File: src/debi_pkg.sv
// debi_pkg: constants shared by the external bus / interrupt / reset pin block.
// assumes: included before debi_irq_ctrl.sv and debi_top.sv.
package debi_pkg;
  localparam int ADDR_W = 23;
  localparam int LOW_ADDR_W = 16;
  localparam int DATA_W = 16;
  localparam int NUM_IRQ = 4;
  localparam logic [22:0] RESET_VECTOR = 23'h00_FF80;
  localparam logic [15:0] NMI_VECTOR = 16'hFF88;
  localparam logic [15:0] IRQ_VECTOR_BASE = 16'hFFC0;
  localparam logic [3:0] IMR_RESET = 4'h0;
  localparam logic [3:0] IFR_RESET = 4'h0;
  localparam logic HOLDER_EN_RESET = 1'b1;
  localparam logic GLOBAL_DIS_RESET = 1'b1;
  localparam int VEC_FETCH_CYCLES = 2;
endpackage

File: src/debi_irq_ctrl.sv
// debi_irq_ctrl: interrupt flag register, masking, priority and vector pick.
// assumes: irq lines are active low and synchronous to sys_clk.
`timescale 1ns/1ps
`default_nettype none
module debi_irq_ctrl (
  input wire logic sys_clk,
  input wire logic rst_n,
  input wire logic [debi_pkg::NUM_IRQ-1:0] userIrqN,
  input wire logic nmiN,
  input wire logic [debi_pkg::NUM_IRQ-1:0] irqMask,
  input wire logic globalIrqDisable,
  input wire logic [debi_pkg::NUM_IRQ-1:0] flagClear,
  input wire logic takeAck,
  output logic [debi_pkg::NUM_IRQ-1:0] irqFlags,
  output logic irqRequest,
  output logic [15:0] irqVector
);
  import debi_pkg::*;
  logic [NUM_IRQ-1:0] prevIrqN;
  logic prevNmiN;
  logic nmiPend;
  logic [NUM_IRQ-1:0] next_irqFlags;
  logic next_nmiPend;
  logic [NUM_IRQ-1:0] fallEdge;
  logic [NUM_IRQ-1:0] eligible;
  logic [1:0] winner;

  always_comb begin
    fallEdge = prevIrqN & ~userIrqN;
    eligible = irqFlags & irqMask & {NUM_IRQ{~globalIrqDisable}};
    winner = 2'd0;
    for (int i = NUM_IRQ - 1; i >= 0; i--) begin
      if (eligible[i]) begin
        winner = 2'(i);
      end
    end
    irqRequest = nmiPend | (|eligible);
    irqVector = nmiPend ? NMI_VECTOR : (IRQ_VECTOR_BASE + {12'h000, winner, 2'b00});
    next_nmiPend = nmiPend;
    if (takeAck && nmiPend) begin
      next_nmiPend = 1'b0;
    end
    if (prevNmiN && !nmiN) begin
      next_nmiPend = 1'b1;
    end
    // set wins over a clear landing in the same cycle
    next_irqFlags = irqFlags & ~flagClear;
    if (takeAck && !nmiPend && (|eligible)) begin
      next_irqFlags[winner] = 1'b0;
    end
    next_irqFlags = next_irqFlags | fallEdge;
  end

  always_ff @(posedge sys_clk or negedge rst_n) begin
    if (!rst_n) begin
      irqFlags <= IFR_RESET;
      nmiPend <= 1'b0;
      prevIrqN <= '1;
      prevNmiN <= 1'b1;
    end else begin
      irqFlags <= next_irqFlags;
      nmiPend <= next_nmiPend;
      prevIrqN <= userIrqN;
      prevNmiN <= nmiN;
    end
  end

  a_flag_set_edge: assert property (@(posedge sys_clk) disable iff (!rst_n)
    (prevIrqN[0] && !userIrqN[0]) |=> irqFlags[0])
    else $error("falling irq edge did not set flag");
  a_mask_blocks: assert property (@(posedge sys_clk) disable iff (!rst_n)
    (!nmiPend && globalIrqDisable) |-> !irqRequest)
    else $error("request while globally disabled");
  a_nmi_unmasked: assert property (@(posedge sys_clk) disable iff (!rst_n)
    (prevNmiN && !nmiN) |=> irqRequest && irqVector == NMI_VECTOR)
    else $error("nmi not raised");
endmodule
`default_nettype wire

File: src/debi_top.sv
// debi_top: pin-level external address/data bus, interrupt ack and reset sequencing.
// assumes: the core supplies bus requests; pins split into in/out/enable,
// the board resolves the wires. all inputs synchronous to sys_clk.
`timescale 1ns/1ps
`default_nettype none
module debi_top #(
  parameter int ADDR_WIDTH = debi_pkg::ADDR_W,
  parameter int DATA_WIDTH = debi_pkg::DATA_W
) (
  input wire logic sys_clk,
  input wire logic rst_n,
  input wire logic resetPinN,
  input wire logic holdRequestN,
  input wire logic outputFloatN,
  input wire logic wideHostPortModeSelect,
  input wire logic [debi_pkg::NUM_IRQ-1:0] externalUserIrqLinesN,
  input wire logic nmiN,
  input wire logic [ADDR_WIDTH-1:0] externalAddressLinesIn,
  output logic [ADDR_WIDTH-1:0] externalAddressLinesOut,
  output logic [ADDR_WIDTH-1:0] externalAddressLinesOe,
  input wire logic [DATA_WIDTH-1:0] externalDataLinesIn,
  output logic [DATA_WIDTH-1:0] externalDataLinesOut,
  output logic [DATA_WIDTH-1:0] externalDataLinesOe,
  output logic interruptAckOutputN,
  output logic interruptAckOe,
  input wire logic coreReq,
  input wire logic coreWrite,
  input wire logic coreProgSpace,
  input wire logic [ADDR_WIDTH-1:0] coreAddr,
  input wire logic [DATA_WIDTH-1:0] coreWrData,
  output logic [DATA_WIDTH-1:0] coreRdData,
  input wire logic [debi_pkg::NUM_IRQ-1:0] irqMaskRegister,
  input wire logic globalIrqDisableBit,
  input wire logic [debi_pkg::NUM_IRQ-1:0] irqFlagClear,
  output logic [debi_pkg::NUM_IRQ-1:0] irqFlagRegister,
  input wire logic bankSwitchHolderEnWe,
  input wire logic bankSwitchHolderEnData,
  output logic dataHolderEnable,
  output logic [ADDR_WIDTH-1:0] programCounter,
  output logic coreRunning,
  output logic [debi_pkg::LOW_ADDR_W-1:0] hostAddr,
  output logic [DATA_WIDTH-1:0] hostData
);
  import debi_pkg::*;
  localparam int LOW_ADDR_W_T = LOW_ADDR_W;

  if (ADDR_WIDTH != ADDR_W || DATA_WIDTH != DATA_W) begin
    $error("bus widths fixed by pin map");
  end
  // ack counter is only two bits wide
  if (VEC_FETCH_CYCLES < 1 || VEC_FETCH_CYCLES > 4) begin
    $error("vector fetch length out of range");
  end

  // ****************************************
  // state
  // ****************************************
  typedef enum logic [3:0] {
    ST_RESET = 4'b0001,
    ST_RUN   = 4'b0010,
    ST_ACK   = 4'b0100,
    ST_HOLD  = 4'b1000
  } debi_state_e;

  debi_state_e state, next_state;
  logic [ADDR_WIDTH-1:0] next_programCounter;
  logic [ADDR_WIDTH-1:0] addrOut, next_addrOut;
  logic [DATA_WIDTH-1:0] dataOut, next_dataOut;
  logic driveData, next_driveData;
  logic driveAddr, next_driveAddr;
  logic ackActive, next_ackActive;
  logic [1:0] ackCnt, next_ackCnt;
  logic next_dataHolderEnable;
  logic [DATA_WIDTH-1:0] next_coreRdData;
  logic [LOW_ADDR_W_T-1:0] next_hostAddr;
  logic [DATA_WIDTH-1:0] next_hostData;
  logic irqRequest;
  logic [15:0] irqVector;
  logic takeAck;

  debi_irq_ctrl u_irq (
    .sys_clk(sys_clk),
    .rst_n(rst_n),
    .userIrqN(externalUserIrqLinesN),
    .nmiN(nmiN),
    .irqMask(irqMaskRegister),
    .globalIrqDisable(globalIrqDisableBit),
    .flagClear(irqFlagClear),
    .takeAck(takeAck),
    .irqFlags(irqFlagRegister),
    .irqRequest(irqRequest),
    .irqVector(irqVector)
  );

  assign takeAck = (state == ST_RUN) && irqRequest && resetPinN && holdRequestN;

  // ****************************************
  // sequencing
  // ****************************************
  always_comb begin
    next_state = state;
    next_programCounter = programCounter;
    next_addrOut = addrOut;
    next_dataOut = dataOut;
    next_driveData = 1'b0;
    next_driveAddr = driveAddr;
    next_ackActive = 1'b0;
    next_ackCnt = ackCnt;
    next_coreRdData = coreRdData;
    next_hostAddr = hostAddr;
    next_hostData = hostData;
    next_dataHolderEnable = dataHolderEnable;
    if (bankSwitchHolderEnWe) begin
      next_dataHolderEnable = bankSwitchHolderEnData;
    end
    if (wideHostPortModeSelect) begin
      next_hostAddr = externalAddressLinesIn[LOW_ADDR_W_T-1:0];
      next_hostData = externalDataLinesIn;
    end
    if (!resetPinN) begin
      next_state = ST_RESET;
      next_programCounter = RESET_VECTOR;
      next_driveAddr = 1'b0;
    end else begin
      unique case (state)
        ST_RESET: begin
          next_state = ST_RUN;
          next_addrOut = RESET_VECTOR;
          next_driveAddr = 1'b1;
        end
        ST_RUN: begin
          if (!holdRequestN) begin
            next_state = ST_HOLD;
            next_driveAddr = 1'b0;
          end else if (takeAck) begin
            next_state = ST_ACK;
            next_ackActive = 1'b1;
            next_ackCnt = 2'(VEC_FETCH_CYCLES - 1);
            next_addrOut = {addrOut[ADDR_WIDTH-1:LOW_ADDR_W_T], irqVector};
            next_programCounter = {7'h00, irqVector};
            next_driveAddr = 1'b1;
          end else if (coreReq) begin
            // upper lines only change for program space accesses
            if (coreProgSpace) begin
              next_addrOut = coreAddr;
            end else begin
              next_addrOut[LOW_ADDR_W_T-1:0] = coreAddr[LOW_ADDR_W_T-1:0];
            end
            next_driveAddr = 1'b1;
            if (coreWrite) begin
              next_dataOut = coreWrData;
              next_driveData = 1'b1;
            end else begin
              next_coreRdData = externalDataLinesIn;
            end
            next_programCounter = programCounter + 23'h00_0001;
          end
        end
        ST_ACK: begin
          next_ackActive = 1'b1;
          if (ackCnt == 2'd0) begin
            next_ackActive = 1'b0;
            next_state = ST_RUN;
          end else begin
            next_ackCnt = ackCnt - 2'd1;
          end
        end
        ST_HOLD: begin
          next_driveAddr = 1'b0;
          if (holdRequestN) begin
            next_state = ST_RUN;
            next_driveAddr = 1'b1;
          end
        end
      endcase
    end
  end

  always_ff @(posedge sys_clk or negedge rst_n) begin
    if (!rst_n) begin
      state <= ST_RESET;
      programCounter <= RESET_VECTOR;
      addrOut <= '0;
      dataOut <= '0;
      driveData <= 1'b0;
      driveAddr <= 1'b0;
      ackActive <= 1'b0;
      ackCnt <= 2'd0;
      coreRdData <= '0;
      hostAddr <= '0;
      hostData <= '0;
      dataHolderEnable <= HOLDER_EN_RESET;
    end else begin
      state <= next_state;
      programCounter <= next_programCounter;
      addrOut <= next_addrOut;
      dataOut <= next_dataOut;
      driveData <= next_driveData;
      driveAddr <= next_driveAddr;
      ackActive <= next_ackActive;
      ackCnt <= next_ackCnt;
      coreRdData <= next_coreRdData;
      hostAddr <= next_hostAddr;
      hostData <= next_hostData;
      dataHolderEnable <= next_dataHolderEnable;
    end
  end

  // ****************************************
  // pin drivers and bus holders
  // ****************************************
  // holders modelled as weak keeper drive of the last value; the board
  // resolves strong drive from others over it.
  logic addrFloat;
  logic dataFloat;
  logic [ADDR_WIDTH-1:0] addrHeld, next_addrHeld;
  logic [DATA_WIDTH-1:0] dataHeld, next_dataHeld;
  always_comb begin
    addrFloat = !driveAddr || !outputFloatN || !holdRequestN || state == ST_HOLD;
    dataFloat = !driveData || !resetPinN || !holdRequestN || !outputFloatN;
    // keeper copies track the driven value and freeze while addrFloat/dataFloat are set, not when only host mode floats the pins
    next_addrHeld = addrFloat ? addrHeld : addrOut;
    next_dataHeld = dataFloat ? dataHeld : dataOut;
    externalAddressLinesOut = addrFloat ? addrHeld : addrOut;
    externalAddressLinesOe = addrFloat ? '0 : '1;
    if (wideHostPortModeSelect) begin
      externalAddressLinesOe[LOW_ADDR_W_T-1:0] = '0;
    end
    externalDataLinesOut = dataFloat ? dataHeld : dataOut;
    externalDataLinesOe = (dataFloat || wideHostPortModeSelect) ? '0 : '1;
    interruptAckOutputN = !ackActive;
    interruptAckOe = outputFloatN;
    coreRunning = (state != ST_RESET) && resetPinN;
  end

  always_ff @(posedge sys_clk or negedge rst_n) begin
    if (!rst_n) begin
      addrHeld <= '0;
      dataHeld <= '0;
    end else begin
      addrHeld <= next_addrHeld;
      dataHeld <= next_dataHeld;
    end
  end

  a_float_ctrl: assert property (@(posedge sys_clk) disable iff (!rst_n)
    !outputFloatN |-> (externalAddressLinesOe == '0) && (externalDataLinesOe == '0)
      && !interruptAckOe)
    else $error("bus driven while float control low");
  a_hold_float: assert property (@(posedge sys_clk) disable iff (!rst_n)
    !holdRequestN |-> externalAddressLinesOe == '0 && externalDataLinesOe == '0)
    else $error("bus driven during hold");
  a_reset_pc: assert property (@(posedge sys_clk) disable iff (!rst_n)
    !resetPinN |=> programCounter == RESET_VECTOR && !coreRunning)
    else $error("reset did not force pc");
  a_reset_fetch: assert property (@(posedge sys_clk) disable iff (!rst_n)
    (!resetPinN ##1 resetPinN && holdRequestN) |=> addrOut == RESET_VECTOR)
    else $error("first fetch not at reset address");
  a_ack_vector: assert property (@(posedge sys_clk) disable iff (!rst_n)
    takeAck && holdRequestN |=> !interruptAckOutputN[*2])
    else $error("ack not held for vector fetch");
  a_wide_host_in: assert property (@(posedge sys_clk) disable iff (!rst_n)
    wideHostPortModeSelect |-> externalAddressLinesOe[15:0] == '0)
    else $error("low address driven in host mode");
  a_holder_keep: assert property (@(posedge sys_clk) disable iff (!rst_n)
    (externalDataLinesOe == '0 && !bankSwitchHolderEnWe) |=>
      externalDataLinesOut == $past(externalDataLinesOut) || driveData)
    else $error("data holder lost level");
  a_holder_bit: assert property (@(posedge sys_clk) disable iff (!rst_n)
    bankSwitchHolderEnWe |=> dataHolderEnable == $past(bankSwitchHolderEnData))
    else $error("holder enable not written");
  a_addr_holder: assert property (@(posedge sys_clk) disable iff (!rst_n)
    (!addrFloat ##1 addrFloat) |-> externalAddressLinesOut == $past(addrOut))
    else $error("address holder lost level");
  a_data_rst_float: assert property (@(posedge sys_clk) disable iff (!rst_n)
    !resetPinN |-> externalDataLinesOe == '0)
    else $error("data driven during reset");
  a_host_data_in: assert property (@(posedge sys_clk) disable iff (!rst_n)
    wideHostPortModeSelect |-> externalDataLinesOe == '0)
    else $error("data driven in host mode");
  a_upper_keep: assert property (@(posedge sys_clk) disable iff (!rst_n)
    (state == ST_RUN && coreReq && !coreProgSpace) |=> $stable(addrOut[ADDR_WIDTH-1:LOW_ADDR_W_T]))
    else $error("upper lines moved on data access");
endmodule
`default_nettype wire

File: config.mk
export PLATFORM = sky130hd
export DESIGN_NAME = debi_top
export DESIGN_NICKNAME = d
export VERILOG_FILES = /design/src/debi_pkg.sv /design/src/debi_irq_ctrl.sv /design/src/debi_top.sv
export SDC_FILE = /design/constraint.sdc
export NUM_CORES = 1
export LEC_CHECK = 0
export ABC_AREA = 1
export BUFFER_PORTS_ARGS = -buffer_cell sky130_fd_sc_hd__clkbuf_2
export CAP_MARGIN = 25
export CORE_MARGIN = 2
export CORE_UTILIZATION = 46
export DETAILED_ROUTE_END_ITERATION = 10
export PLACE_DENSITY = 0.82
export SLEW_MARGIN = 0
export SYNTH_ARGS = -nofsm -noshare
export SYNTH_HDL_FRONTEND = slang
export SYNTH_SLANG_ARGS = --single-unit
File: constraint.sdc
create_clock -name sys_clk -period 1.9 [get_ports sys_clk]
set_input_delay 0.095 -clock sys_clk [delete_from_list [all_inputs] [get_ports sys_clk]]
set_output_delay 0.095 -clock sys_clk [all_outputs]
set_load 0.02 [all_outputs]
* Word level (Yosys, flattened, before mapping)
Cells that the tools add are included.
** Operators by class
- Add/subtract/negate cells :: 3
- Magnitude comparators :: 2
- Eq/ne operators :: 20
- Multiplexer cells :: 52
- Bitwise operators :: 13
- Reduce and logical (&&, ||, !) cells :: 37
** Operator list (count)
- $mux 23 :: 10
- $mux 16 :: 4
- $pmux 23 s2 :: 1
- $mux 4 :: 6
- $add 23x1->23 const B :: 1
- $and 4x4->4 :: 5
- $mux 1 :: 18
- $reduce_and 6->1 :: 3
- $pmux 4 s4 :: 1
- $mux 2 :: 7
- $not 4->4 :: 3
- $ne 2x2->1 const B :: 5
- $logic_and 1x1->1 :: 9
- $add 7x5->8 const A :: 1
- $logic_not 1->1 :: 8
- $ne 4x1->1 const B :: 2
- $logic_or 1x1->1 :: 7
- $mux 7 :: 1
- $ne 2x1->1 const B :: 3
- $ne 3x3->1 const B :: 2
- $reduce_and 3->1 :: 2
- $reduce_bool 2->1 :: 3
- $ne 5x4->1 const B :: 1
- $reduce_and 5->1 :: 1
- other kinds (21) :: 23
** Storage, ports and cells
- Flip-flop bits (word level) :: 169
- Input bits :: 103

* Depth between registers and ports, before layout
- Depth in word-level cells :: 14
- Gate-level depth with buffers :: 12
- Depth with buffers taken out :: 11

* By module
Synthesis repeated with hierarchy kept, for this count alone.
** Second synthesis, totals
- Cell total of the unflattened synthesis :: 976
- Area, all modules :: 8096.5 um^2
** By module, submodules not included
- debi_top :: instances 1, cells an instance 897, area each 7500.9 um^2, sequential area each 3992.6 um^2
- debi_irq_ctrl :: instances 1, cells an instance 79, area each 595.6 um^2, sequential area each 256.5 um^2

* Least setup slack after synthesis
No wires, ideal clock.
- Path type :: register to output
- Start point :: register state[0]
- End point :: output port externalAddressLinesOe[10]
- Arrival time :: 2.209 ns
- Data required time :: 1.805 ns
- Slack :: -0.404 ns
- Cell stages (with the launch flop) :: 8
- Cells stage by stage :: dfstp_2 -> nor2_1 -> nand3_1 -> nand4_1 -> buf_2 -> buf_2 -> nor2_1 -> buf_4
** Between the ends
- Longest elaborated chain between the ends :: 4
** Ends and longest elaborated chain
- start, declared :: line debi_top.sv:65 : debi_state_e state, next_state;
- start signal, assigned :: line debi_top.sv:194 : state <= next_state;
- $eq 4x4->1 :: line debi_top.sv:219 : addrFloat = !driveAddr || !outputFloatN || !holdRequestN || state == ST_HOLD;
- $logic_or 1x1->1 :: line debi_top.sv:219
- $mux 23 :: line debi_top.sv:225 : externalAddressLinesOe = addrFloat ? '0 : '1;
- $mux 16 :: line debi_top.sv:226 : if (wideHostPortModeSelect) begin
- end, declared :: line debi_top.sv:20 : output logic [ADDR_WIDTH-1:0] externalAddressLinesOe,
Every way passes these cells.

* Worst setup path after layout
- Start point :: register state[0]
- End point :: output port externalAddressLinesOut[21]
** Between the ends
- Longest elaborated chain between the ends :: 3
** Ends and longest elaborated chain
- $eq 4x4->1 :: line debi_top.sv:219
- $logic_or 1x1->1 :: line debi_top.sv:219
- $mux 23 :: line debi_top.sv:224 : externalAddressLinesOut = addrFloat ? addrHeld : addrOut;
- end, declared :: line debi_top.sv:19 : output logic [ADDR_WIDTH-1:0] externalAddressLinesOut,
Every way passes these cells.

==> impl_table.tex <==
\begin{tabular}{lr}
\hline
Metric & Value \\
\hline
\multicolumn{2}{l}{\textbf{Yosys}} \\
\quad Share of synthesized registers carrying an async set or reset & 100\% \\
\quad Top-count cell post-synth & nand2\_1 \\
\quad Instance count of the mapped netlist & 824 \\
\quad Number of synthesized register bits & 169 \\
\quad Synthesized Nets & 929 \\
\quad Number of synthesized flops with an enable pin & 0 \\
\quad Primary flip-flop cell chosen by synthesis mapping & dfrtp\_1 \\
\quad Cell type with the largest total area after synthesis & dfrtp\_1 \\
\quad Yosys synthesis warning count & 0 \\
\quad Seq/Total Area, Yosys & 55.1\% \\
\quad Top-area cell type share of the netlist area & 49.7\% \\
\quad Post-synth top cells & nand2\_1 (222), dfrtp\_1 (153), o21ai\_0 (73) \\
\quad Cell area after synthesis & 7710 um\^{}2 \\
\quad Top cells by area in the synthesized netlist & dfrtp\_1 (50\%), nand2\_1 (11\%), dfstp\_2 (5.5\%) \\
\quad Syn\_area\_per\_cell & 9.36 um\^{}2 \\
\quad Distinct cell type count after synthesis & 38 \\
\multicolumn{2}{l}{\textbf{Floorplan}} \\
\quad Core area & 16,500 um\^{}2 \\
\quad Placement row count & 47 \\
\quad Top-Level Pins & 260 \\
\quad Die ar. & 17,800 um\^{}2 \\
\quad Die extent in x & 133 um \\
\quad Die outline height & 133 um \\
\quad Effective utilization at floorplan & 46.8\% \\
\multicolumn{2}{l}{\textbf{Global routing}} \\
\quad Total grt overflow & 0 \\
\quad Largest net degree at the start of global routing & 56 \\
\quad Number of global-route vias before repair & 6,939 \\
\quad Initial antenna violation count & 1 \\
\quad Aggregate global-route resource usage & 24.4\% \\
\quad Wire length of the first global-routing pass & 34,700 um \\
\multicolumn{2}{l}{\textbf{Setup path}} \\
\quad Kind of launch point of the worst setup path & flop \\
\quad Reg2Reg Capture Point & coreRdData[7]\$\_DFFE\_PN0P\_ \\
\quad Kind of critical path & flop to output pin \\
\quad Number of cells on the worst reg-to-reg path & 9 \\
\quad Worst setup path start & state[0]\$\_DFFE\_PN1P\_ \\
\quad Worst path required time & 1.80 ns \\
\quad Capture point of the critical path & externalAddressLinesOut[21] \\
\quad Data arrival time of the critical path & 2.04 ns \\
\quad Critical Path Sink Type & output pin \\
\quad Largest fanout on the critical path & 7 \\
\quad Reg-to-reg slack, setup & 0.11 ns \\
\quad Reg2Reg Launch Point & state[2]\$\_DFFE\_PN0P\_ \\
\multicolumn{2}{l}{\textbf{Detailed routing}} \\
\quad Antenna-violating nets left & 0 \\
\quad Average wire length per cell after detail routing & 17.4 um \\
\quad Starting DRT DRC Count & 373 \\
\quad Total number of vias & 7,158 \\
\quad Total wire length & 24,300 um \\
\quad Average via count per standard cell & 5.12 \\
\quad Drt drc & 0 \\
\quad Count of TritonRoute iterations in the first routing pass & 5 \\
\multicolumn{2}{l}{\textbf{Pwr}} \\
\quad Combinational Power Share & 22.7\% \\
\quad Static Leak & 5.78 nW \\
\quad Pwr dens & 919 nW/um\^{}2 \\
\quad Switching share of total power & 29.5\% \\
\quad Maximum vdd drop & 628 uV \\
\quad Register share of total power & 40.6\% \\
\quad Portion of total power attributed to the clock network & 36.7\% \\
\quad Net switching power & 3.11 mW \\
\quad Internal & 7.44 mW \\
\multicolumn{2}{l}{\textbf{Clocking}} \\
\quad CTS Buf Count & 17 \\
\quad Number of H-tree levels & 4 \\
\quad Worst-path clk slew & 0.07 ns \\
\quad Insertion delay to the later sink of the worst-skew pair & 0.42 ns \\
\quad TritonCTS clock tree & built \\
\quad Max Buffers Root-to-Sink & 2 \\
\quad Clock Sink Count & 169 \\
\quad CTS root buffer & clkbuf\_16 \\
\multicolumn{2}{l}{\textbf{Timing}} \\
\quad Max Freq & 0.469 GHz \\
\quad Number of setup violations in the final report & 44 \\
\quad Share of the cycle needed by the critical path after routing & 112\% \\
\quad Normalized max-slew margin & 71.1\% \\
\quad Clock tree skew after final layout & 0.00937 ns \\
\quad Worst hold slack & 0.0227 ns \\
\quad Count of pins over their slew limit & 0 \\
\quad Setup repair after global routing missed its margin & true \\
\quad Hold violation count in the final report & 0 \\
\quad Worst-margin pin slew & 0.430 ns \\
\quad Shortest period the worst path allows & 2.13 ns \\
\quad Min setup slack post-route & -0.230 ns \\
\multicolumn{2}{l}{\textbf{Place}} \\
\quad Worst slack, placed & 0.0993 ns \\
\quad Estimated wirelength of the detail-placed design & 13,100 um \\
\quad Final weighted congestion in routability-driven placement & 0.896 \\
\quad Port buffer count & 252 \\
\multicolumn{2}{l}{\textbf{Flow run}} \\
\quad Max-cap violation count & 0 \\
\multicolumn{2}{l}{\textbf{Min path}} \\
\quad Class of the tightest hold or removal check & input port to flop \\
\multicolumn{2}{l}{\textbf{Cells and area}} \\
\quad Final-stage net count & 1,269 \\
\quad Area growth from synthesis to layout & 49.0\% \\
\quad Share of final-layout standard cells stronger than drive strength 1 & 39.8\% \\
\multicolumn{2}{l}{\textbf{Status}} \\
\quad Run status & finished with violations \\
\quad Violations in the final reports & setup timing \\
\hline
\end{tabular}
cell families after synthesis:
group / synth area share, %
AO/OA/AOI/OAI: 7.97
XOR/XNOR: 1.70
adder cells (fa/ha/maj): 0.325
buffers and inverters: 9.54
flip-flops: 55.1
multiplexers: 4.82
AND/OR/NAND/NOR: 20.5
per-layer routing:
layer	track usage [%]	up-vias	part of all wire, %
met4	8.22	0	3.3
met3	5.71	72	5.8
met1	29.1	3496	37
met5	0	-	0
met2	43.6	296	54
li1	-	3294	-
layout make-up:
class | count | area [um^2]
repair buffers | 388 | 3050
clock inverters | 14 | 218
diodes | 1 | 2.50
clock buffers | 18 | 439
multi-input cells | 518 | 2980
flip-flops and latches | 169 | 4250
well taps | 220 | 275
fillers | 1156 | 4980
inverters | 70 | 275
how the worst min path moves through the flow:
stage	start	end	depth (start not counted)
2_1_floorplan	rst_n	ackActive$_DFF_PN0_	0
3_3_place_gp	rst_n	programCounter[5]$_DFFE_PN0P_	1
3_5_place_dp	rst_n	programCounter[22]$_DFFE_PN0P_	1
4_1_cts	coreAddr[3]	addrOut[3]$_DFFE_PN0P_	5
5_1_grt	coreAddr[2]	addrOut[2]$_DFFE_PN0P_	5
6_report	coreAddr[3]	addrOut[3]$_DFFE_PN0P_	5
critical path: stages (launching register included):
cell and delay (ns):
dfstp_2 0.54, nor2_2 0.05, nand3_2 0.06, nand4_1 0.10
buf_6 0.17, buf_12 0.14, clkinv_8 0.05, buf_12 0.12
buf_4 0.12, nand2_4 0.06, nand2_4 0.09, buf_8 0.11
registers in the layout, indices dropped and copies added, names as in the netlist:
register	count
u_irq.irqFlags	4
programCounter	23
ackCnt	2
u_irq.nmiPend	1
u_irq.prevIrqN	4
addrOut	23
hostAddr	16
hostData	16
coreRdData	16
dataHolderEnable	1
addrHeld	23
u_irq.prevNmiN	1
driveAddr	1
dataOut	16
ackActive	1
driveData	1
dataHeld	16
state	4
power by group through the flow:
stage	clock (mW)	sequential (mW)	combinational (mW)
detailed placement	0	4.31	1.68
global route	4.12	4.33	2.56
CTS	3.94	4.24	1.93
finish	3.87	4.29	2.39
global placement	0	4.28	1.64
floorplan	0	4.43	0.899
per-stage QoR:
step | util (%) | area (um^2) | setup TNS (ns) | total power [mW] | std cells
finish | 69.8 | 11500 | -5.38 | 10.6 | 1398
global route | 69.8 | 11500 | -8.79 | 11.0 | 1398
CTS | 64.9 | 10700 | -4.24 | 10.1 | 1367
detailed placement | 54.7 | 9010 | 0 | 5.99 | 1249
global placement | 54.7 | 9010 | 0 | 5.92 | 1249
floorplan | - | 7720 | 0 | 5.33 | 824
what timing repair did:
action,4_1_cts,5_1_grt
buffers inserted,4,23
hold endpoints to repair,258,0
gates resized for setup,41,182
setup endpoints to repair,46,67
pin swaps,0,12
cloned,1,7
hold buffers,81,0
layout by cell type, fill, tap and decap left out, drive strengths merged, types with 4 or more instances in the layout:
master	instances
dfstp	16
mux2	33
o21ai	106
inv	73
nand3	47
buf	96
nand4	14
nor2	56
clkinv	4
xnor2	7
clkbuf	229
bufinv	5
nand2	231
xor2	8
dfrtp	153
dlygate4sd3	81
Note: power is estimated with default switching activity, not from simulation.
